`config.mk`:
```
export PLATFORM = sky130hd
export DESIGN_NAME = mfc_dev_flat
export DESIGN_NICKNAME = d
export VERILOG_FILES = /design/src/mfc_pkg.sv /design/src/mfc_if.sv /design/src/mfc_dev.sv /design/src/flat_wrapper.sv
export SDC_FILE = /design/constraint.sdc
export NUM_CORES = 1
export LEC_CHECK = 0
export CORE_ASPECT_RATIO = 1.75
export CORE_MARGIN = 3
export CORE_UTILIZATION = 57
export DETAILED_ROUTE_END_ITERATION = 16
export DONT_BUFFER_PORTS = 1
export PLACE_DENSITY = 0.77
export SLEW_MARGIN = 20
export SYNTH_ARGS = -nofsm -noshare
export SYNTH_HDL_FRONTEND = slang
export SYNTH_SLANG_ARGS = --single-unit
```
`constraint.sdc`:
```
create_clock -name SYS_CLK -period 2.9 [get_ports SYS_CLK]
set_input_delay 0.29 -clock SYS_CLK [delete_from_list [all_inputs] [get_ports SYS_CLK]]
set_output_delay 0.29 -clock SYS_CLK [all_outputs]
set_load 0.1 [all_outputs]
```
`src/mfc_pkg.sv`:
```
package mfc_pkg;
    // --------------------------------------------------------------
    // check arithmetic
    // --------------------------------------------------------------
    localparam logic [15:0] CRC_PRESET = 16'hFFFF;
    localparam logic [15:0] CRC_POLY = 16'hA001;
    localparam logic [7:0] LRC_ONES = 8'hFF;
    localparam logic [7:0] LRC_ONE = 8'h01;
    localparam logic [3:0] BIT_STEPS = 4'h8;
    localparam logic [3:0] STEP_ZERO = 4'h0;
    localparam logic [3:0] STEP_ONE = 4'h1;
    localparam logic [7:0] BYTE_ZERO = 8'h00;
    localparam logic [3:0] NIB_TEN = 4'hA;
    localparam logic [7:0] ASCII_ZERO = 8'h30;
    localparam logic [7:0] ASCII_ALPHA = 8'h37;
    // --------------------------------------------------------------
    // frame layouts
    // --------------------------------------------------------------
    localparam logic [7:0] FC_WRITE_MULTI = 8'h10;
    localparam logic [7:0] FC_REPORT_ID = 8'h11;
    localparam logic [7:0] ID_REPLY_BYTES = 8'h1A; // 2+2+2+20
    localparam logic [7:0] ID_NAME_BYTES = 8'h14;
    localparam logic [7:0] WRM_HDR_BYTES = 8'h07;
    localparam logic [7:0] WRM_ECHO_BYTES = 8'h06;
    localparam logic [7:0] POS_FUNC = 8'h01;
    localparam logic [7:0] POS_BYTE_COUNT = 8'h06;
    localparam logic [7:0] ID_REQ_BYTES = 8'h02;
    localparam logic [7:0] CNT_STEP = 8'h01;
    // --------------------------------------------------------------
    // tail sequencing
    // --------------------------------------------------------------
    typedef enum logic [1:0] {
        MFC_IDLE = 2'b00,
        MFC_FIRST = 2'b01,
        MFC_SECOND = 2'b11
    } mfc_tail_t;
endpackage : mfc_pkg

```
`src/mfc_if.sv`:
```
`timescale 1ns/1ps
`default_nettype none
interface mfc_if;
    logic [7:0] data; // byte on the serial link
    logic valid; // byte strobe
    logic sof; // message start, presets checks
    logic tail; // byte belongs to check field
    logic eof; // message end
    modport dev (input data, valid, sof, tail, eof);
    modport mst (output data, valid, sof, tail, eof);
endinterface : mfc_if
`default_nettype wire

```
`src/mfc_dev.sv`:
```
`timescale 1ns/1ps
`default_nettype none
module mfc_dev
    import mfc_pkg::*;
(
    input wire logic SYS_CLK, // byte clock
    input wire logic RST_N, // sync reset
    mfc_if.dev LINK, // received frame from master
    input wire logic ASCII_MODE, // 1 lrc framing, 0 crc framing
    input wire logic CLR, // restore preset
    output logic BUSY, // crc stepping
    output logic [15:0] CRC_OUT, // running crc
    output logic [7:0] LRC_OUT, // running lrc (negated)
    output logic CHK_DONE, // pulse, check compared
    output logic CHK_ERR, // pulse with done on mismatch
    output logic [7:0] FUNC, // function code seen
    output logic FRAME_OK // layout matches function
);
    logic [15:0] crc_ff;
    logic [3:0] step_ff;
    logic [7:0] sum_ff;
    logic [7:0] rx_lo_ff;
    logic [7:0] nib_ff;
    logic [7:0] cnt_ff;
    logic [7:0] func_ff;
    logic [7:0] bc_ff;
    logic done_ff;
    logic err_ff;
    logic ok_ff;
    mfc_tail_t tail_ff;
    logic [15:0] nxt_crc;
    logic [15:0] snap_crc_ff;
    logic [7:0] snap_lrc_ff;
    logic [7:0] lrc_val;
    logic [15:0] base_crc;
    logic [7:0] nxt_sum;
    logic [7:0] lrc_ff;
    logic take;

    // the eof beat carries no body data and must stay out of both engines
    assign take = LINK.valid && !LINK.tail && !LINK.eof;
    assign lrc_val = lrc_ff;
    assign BUSY = (step_ff != STEP_ZERO);

    // --------------------------------------------------------------
    // crc engine
    // --------------------------------------------------------------
    always_comb begin
        // first byte of a message folds into a fresh preset
        base_crc = LINK.sof ? CRC_PRESET : crc_ff;
        nxt_crc = crc_ff;
        if (take) begin
            nxt_crc = {base_crc[15:8], base_crc[7:0] ^ LINK.data};
        end else if (BUSY) begin
            // one shift per clock while stepping
            nxt_crc = {1'b0, crc_ff[15:1]};
            if (crc_ff[0]) begin
                nxt_crc = nxt_crc ^ CRC_POLY;
            end
        end
    end

    always_ff @(posedge SYS_CLK) begin
        if (!RST_N || CLR) begin
            crc_ff <= CRC_PRESET;
            step_ff <= STEP_ZERO;
        end else begin
            crc_ff <= nxt_crc;
            if (take) begin
                // a body-byte strobe (not tail or eof) restarts the eight-step count
                step_ff <= BIT_STEPS;
            end else if (BUSY) begin
                step_ff <= step_ff - STEP_ONE;
            end
        end
    end

    // --------------------------------------------------------------
    // lrc engine
    // --------------------------------------------------------------
    always_comb begin
        nxt_sum = sum_ff;
        if (take && ASCII_MODE) begin
            nxt_sum = (LINK.sof ? BYTE_ZERO : sum_ff) + LINK.data;
        end
    end

    always_ff @(posedge SYS_CLK) begin
        if (!RST_N || CLR) begin
            sum_ff <= BYTE_ZERO;
            lrc_ff <= BYTE_ZERO;
        end else begin
            sum_ff <= nxt_sum;
            // registered negation keeps the output off the adder chain
            lrc_ff <= 8'(LRC_ONES - nxt_sum) + LRC_ONE;
        end
    end

    // --------------------------------------------------------------
    // check field compare
    // --------------------------------------------------------------
    always_ff @(posedge SYS_CLK) begin
        if (!RST_N || CLR) begin
            tail_ff <= MFC_IDLE;
            rx_lo_ff <= BYTE_ZERO;
            nib_ff <= BYTE_ZERO;
            done_ff <= 1'b0;
            err_ff <= 1'b0;
            snap_crc_ff <= CRC_PRESET;
            snap_lrc_ff <= BYTE_ZERO;
        end else begin
            done_ff <= 1'b0;
            err_ff <= 1'b0;
            if (LINK.valid && LINK.tail) begin
                case (tail_ff)
                    MFC_IDLE: begin
                        // first check byte freezes both engines
                        tail_ff <= MFC_SECOND;
                        rx_lo_ff <= LINK.data;
                        nib_ff <= hex_val(LINK.data);
                        snap_crc_ff <= crc_ff;
                        snap_lrc_ff <= lrc_val;
                    end
                    default: begin
                        tail_ff <= MFC_IDLE;
                        done_ff <= 1'b1;
                        if (ASCII_MODE) begin
                            // high char then low char
                            err_ff <= ({nib_ff[3:0], hex_nib(LINK.data)} != snap_lrc_ff);
                        end else begin
                            // low byte first
                            err_ff <= ({LINK.data, rx_lo_ff} != snap_crc_ff);
                        end
                    end
                endcase
            end
        end
    end

    // --------------------------------------------------------------
    // hex character decode
    // --------------------------------------------------------------
    function automatic logic [7:0] hex_val(input logic [7:0] c);
        hex_val = {4'h0, hex_nib(c)};
    endfunction : hex_val

    function automatic logic [3:0] hex_nib(input logic [7:0] c);
        // upper- and lower-case hex both decode cleanly, only the low nibble is kept
        if (c >= ASCII_ALPHA + {4'h0, NIB_TEN}) begin
            hex_nib = 4'(c - ASCII_ALPHA);
        end else begin
            hex_nib = 4'(c - ASCII_ZERO);
        end
    endfunction : hex_nib

    // --------------------------------------------------------------
    // frame layout tracking
    // --------------------------------------------------------------
    always_ff @(posedge SYS_CLK) begin
        if (!RST_N || CLR) begin
            cnt_ff <= BYTE_ZERO;
            func_ff <= BYTE_ZERO;
            bc_ff <= BYTE_ZERO;
            ok_ff <= 1'b0;
        end else if (LINK.valid && LINK.sof) begin
            cnt_ff <= CNT_STEP;
            ok_ff <= 1'b0;
        end else if (take) begin
            cnt_ff <= cnt_ff + CNT_STEP;
            if (cnt_ff == POS_FUNC) begin
                func_ff <= LINK.data;
            end
            if (cnt_ff == POS_BYTE_COUNT) begin
                bc_ff <= LINK.data;
            end
        end else if (LINK.valid && LINK.eof) begin
            // layout judged once the check field has passed
            if (func_ff == FC_WRITE_MULTI) begin
                ok_ff <= (cnt_ff == WRM_HDR_BYTES + bc_ff);
            end else if (func_ff == FC_REPORT_ID) begin
                ok_ff <= (cnt_ff == ID_REQ_BYTES);
            end else begin
                ok_ff <= 1'b0;
            end
        end
    end

    // --------------------------------------------------------------
    // outputs
    // --------------------------------------------------------------
    assign CRC_OUT = crc_ff;
    assign LRC_OUT = lrc_val;
    assign CHK_DONE = done_ff;
    assign CHK_ERR = err_ff;
    assign FUNC = func_ff;
    assign FRAME_OK = ok_ff;
endmodule : mfc_dev
`default_nettype wire

```
`src/flat_wrapper.sv`:
```
// flat-port wrapper written by rule: the top's interface ports become plain ports
module mfc_dev_flat import mfc_pkg::*;
  (SYS_CLK, RST_N, ASCII_MODE, CLR, BUSY, CRC_OUT, LRC_OUT, CHK_DONE, CHK_ERR, FUNC, FRAME_OK, LINK_data, LINK_valid, LINK_sof, LINK_tail, LINK_eof);
  mfc_if LINK_i ();
  input wire logic SYS_CLK;
  input wire logic RST_N;
  input wire logic ASCII_MODE;
  input wire logic CLR;
  output logic BUSY;
  output logic [15:0] CRC_OUT;
  output logic [7:0] LRC_OUT;
  output logic CHK_DONE;
  output logic CHK_ERR;
  output logic [7:0] FUNC;
  output logic FRAME_OK;
  input wire logic [$bits(LINK_i.data)-1:0] LINK_data;
  input wire logic [$bits(LINK_i.valid)-1:0] LINK_valid;
  input wire logic [$bits(LINK_i.sof)-1:0] LINK_sof;
  input wire logic [$bits(LINK_i.tail)-1:0] LINK_tail;
  input wire logic [$bits(LINK_i.eof)-1:0] LINK_eof;
  assign LINK_i.data = LINK_data;
  assign LINK_i.valid = LINK_valid;
  assign LINK_i.sof = LINK_sof;
  assign LINK_i.tail = LINK_tail;
  assign LINK_i.eof = LINK_eof;
  mfc_dev u_core (.SYS_CLK(SYS_CLK), .RST_N(RST_N), .LINK(LINK_i), .ASCII_MODE(ASCII_MODE), .CLR(CLR), .BUSY(BUSY), .CRC_OUT(CRC_OUT), .LRC_OUT(LRC_OUT), .CHK_DONE(CHK_DONE), .CHK_ERR(CHK_ERR), .FUNC(FUNC), .FRAME_OK(FRAME_OK));
endmodule
```
==> results.py <==
metrics = {
    "finish": {
        "antenna_cells": 0,
        "area_growth_pct": 9.942,
        "fin_nets": 637,
        "final_layout_size_suffix_gt1_share_pct": 9.539,
        "finish.utilization_pct": 65.15,
        "stdcell_area_sq_um": 5451,
        "fill_cells": 730,
    },
    "sta": {
        "fin_ws_ps": 316.0,
        "post-route-period-util_pct": 89.10,
        "rsz0062_at_grt": "no",
        "setup_tns_ps": 0,
        "clock.fmax_mhz": 387.0,
        "fin_worst_skew_ps": 6.638,
        "drv_slew": 0,
        "worst_pin_slew_ps": 1045,
        "hold_violations": 0,
        "min_period_ps": 2584,
        "finalSetupViolCount": 0,
        "max_slew_margin_pct": 30.21,
    },
    "run_status": {
        "outcome": "completed",
    },
    "yosys": {
        "synthFlopType": "dfxtp_1",
        "synth_top_family_by_area": "simple AND/OR/NAND/NOR gates",
        "ys.warnings.count": 0,
        "synth_common_cells": "nand2_1, dfxtp_1, nor2_1, xor2_1, a21oi_1",
        "synth_nets": 633,
        "synth-adder-area-share_pct": 4.693,
        "synth.mux.area_fraction_pct": 5.905,
        "netlist_top_cells_area": "dfxtp_1, nand2_1, xor2_1, mux2i_1, nor2_1",
        "ys_seq_elements": 99,
        "yosysMostFrequentCell": "nand2_1",
        "synthSimpleGateAreaFrac_pct": 25.41,
        "synth_top_cell_by_area": "dfxtp_1",
        "synth_compound_area_share_pct": 10.55,
        "synth-xor-area-share_pct": 9.538,
        "netlist_area_sq_um": 4959,
        "yosysSeqAreaShare_pct": 39.97,
        "synth_async_sr_flop_share_pct": 0,
        "synth_enable_flop_cells": 0,
        "netlist_instances": 599,
        "syn_avg_cell_area_sq_um": 8.278,
        "synth_top_area_share_pct": 39.97,
        "synth_cell_types": 51,
    },
    "worst_setup_path": {
        "crit_slowest_cell": "fa_1",
        "crit_family": "simple AND/OR/NAND/NOR gates",
        "path_cells": "nor2b_1, ha_1, fa_1, a211o_1, a31oi_1, mux2_2, nor2_2, nand3_1, nor3_1, nor3b_1",
        "crit_required_ps": 3130,
        "start_kind": "register",
        "cp_num_buf_inv": 0,
        "cp_max_fo": 3,
        "timing.rr.start": "u_core.LRC_OUT[0]$_SDFF_PP0_",
        "reg2regPathDepth": 10,
        "reg2reg_slack_ps": 320,
        "cp_data_arrival_time_ps": 2810,
        "max_stage_delay_ps": 410,
        "end_kind": "register",
        "path_class": "reg2reg",
        "reg2reg_to": "u_core.LRC_OUT[7]$_SDFF_PP0_",
    },
    "global_routing": {
        "grt_max_degree": 35,
        "antenna_found_initial": 0,
        "grt_pass1_wl_microns": 20190,
        "overflow": 0,
        "track_usage_pct": 25.99,
        "grt_pass1_vias": 4069,
    },
    "routing": {
        "vias": 4179,
        "drtIter0Drc": 198,
        "drt-total-wl_microns": 12360,
        "via_per_inst": 5.780,
        "drc": 0,
        "wl_per_cell_microns": 17.09,
        "antenna_left": 0,
        "firstDrtPassIters": 5,
    },
    "floorplan": {
        "fp.dieW_microns": 76.51,
        "start_util_pct": 59.26,
        "die-area_sq_um": 9898,
        "fp-row-count": 44,
        "core_sq_um": 8368,
        "io_pins": 52,
        "die_h_microns": 129.4,
    },
    "placed_design": {
        "placed_area_sq_um": 5179,
        "dp_hpwl_microns": 8675,
        "gp_congestion": 0.9177,
        "numPortBuffers": 0,
        "dp_slack_ps": 277.7,
    },
    "pwr": {
        "p_per_area_nw_per_um2": 548.1,
        "p_leak_nw": 2.161,
        "ir_drop_mv": 0.3666,
    },
    "clocking": {
        "ctsRootBufferMaster": "clkbuf_16",
        "clock_sinks": 99,
        "clkTransAtPathRegs_ps": 70,
        "cts_buffer_depth": 2,
        "cts_tree": "yes",
        "post_cts.repair.setup_buffers": 0,
        "htree_levels": 3,
        "clk_latency_ps": 350,
        "cts_buffers": 9,
    },
    "hold_path": {
        "hold_path_end": "u_core.rx_lo_ff[4]$_SDFFE_PP0P_",
        "hp-class": "in2reg",
        "holdCritStartpoint": "LINK_data[4]",
        "hold_path_depth": 2,
    },
    "run": {
        "cap_viol_max_count": 0,
    },
}
-- layout by cell type, fill, tap and decap left out, drive strengths merged, types with 4 or more instances in the layout --
cell type  Yosys  layout
nand2        102     102
dfxtp         99      99
nor2          65      65
xor2          33      33
a21oi         30      30
buf            9      29
mux2i         27      27
nand3         25      25
xnor2         21      21
ha            17      17
nor3          16      16
nand2b        13      13
inv           11      13
o21ai         12      12
nor2b         11      11
clkbuf        27      11
nor3b         10      10
o22ai          8       8
nor4           6       6
a221oi         6       6
a211oi         6       6
and2           5       5
a31oi          4       4
nand4          4       4
-- area by class of cell --
type | count | area [sq um] | share of cell area (%)
Timing Repair Buffer | 29 | 217.7 | 3.994
Multi-Input combinational cell | 453 | 2796 | 51.30
Inverter | 11 | 41.29 | 0.7574
Tap cell | 115 | 143.9 | 2.639
Sequential cell | 99 | 1982 | 36.36
Clock buffer | 11 | 232.7 | 4.269
Clock inverter | 5 | 37.54 | 0.6885
-- flip-flops by register name, summed over array words and instances, names as in the netlist --
name,cells
u_core.CHK_DONE,1
u_core.CHK_ERR,1
u_core.CRC_OUT,16
u_core.FRAME_OK,1
u_core.FUNC,8
u_core.LRC_OUT,8
u_core.bc_ff,8
u_core.cnt_ff,8
u_core.nib_ff,4
u_core.rx_lo_ff,8
u_core.snap_crc_ff,16
u_core.snap_lrc_ff,8
u_core.step_ff,4
u_core.sum_ff,7
u_core.tail_ff,1
-- cells by family after synthesis --
group | after synthesis
buffers and inverters | 47
DFF | 99
xor gates and xnor gates | 54
adders and majority gates | 18
AOI/OAI and AO/OA | 82
and+or+nand+nor | 270
muxes | 29
-- what timing repair did --
action	in CTS	in global routing
hold buffers	0	0
endpoints found under the setup margin	0	1
gates resized for setup	0	1
-- worst max path at each step --
stage / from / to / slack, ps / depth (start not counted)
6_report: u_core.LRC_OUT[0]$_SDFF_PP0_ / u_core.LRC_OUT[7]$_SDFF_PP0_ / 320 / 10
5_1_grt: u_core.LRC_OUT[0]$_SDFF_PP0_ / u_core.LRC_OUT[7]$_SDFF_PP0_ / 80 / 10
4_1_cts: u_core.LRC_OUT[0]$_SDFF_PP0_ / u_core.LRC_OUT[7]$_SDFF_PP0_ / 250 / 10
3_5_place_dp: u_core.LRC_OUT[0]$_SDFF_PP0_ / u_core.LRC_OUT[7]$_SDFF_PP0_ / 280 / 10
3_3_place_gp: u_core.LRC_OUT[0]$_SDFF_PP0_ / u_core.LRC_OUT[7]$_SDFF_PP0_ / 340 / 10
2_1_floorplan: LINK_sof / u_core.LRC_OUT[7]$_SDFF_PP0_ / 90 / 12
-- metal layers --
metal	global-route usage (%)	wire (microns)
met1	26.99	4590
met2	47.07	6463
met3	7.093	783
met4	14.73	520
met5	0	0
-- per-stage QoR --
| step | hold slack [ps] | std cells | power [W] |
|---|---|---|---|
| after detailed placement | 439.6 | 707 | 0.001902 |
| after CTS | 65.08 | 723 | 0.003008 |
| after global placement | 432.7 | 707 | 0.001892 |
| after global routing | 66.36 | 723 | 0.003108 |
| final | 74.47 | 723 | 0.002988 |
| after floorplan | 440.5 | 599 | 0.001834 |
-- power breakdown --
part           internal, W  switching [W]
clock             0.000587       0.000523
combinational     0.000130       0.000298
sequential         0.00139      0.0000564
Note: power is estimated with default switching activity, not from simulation.
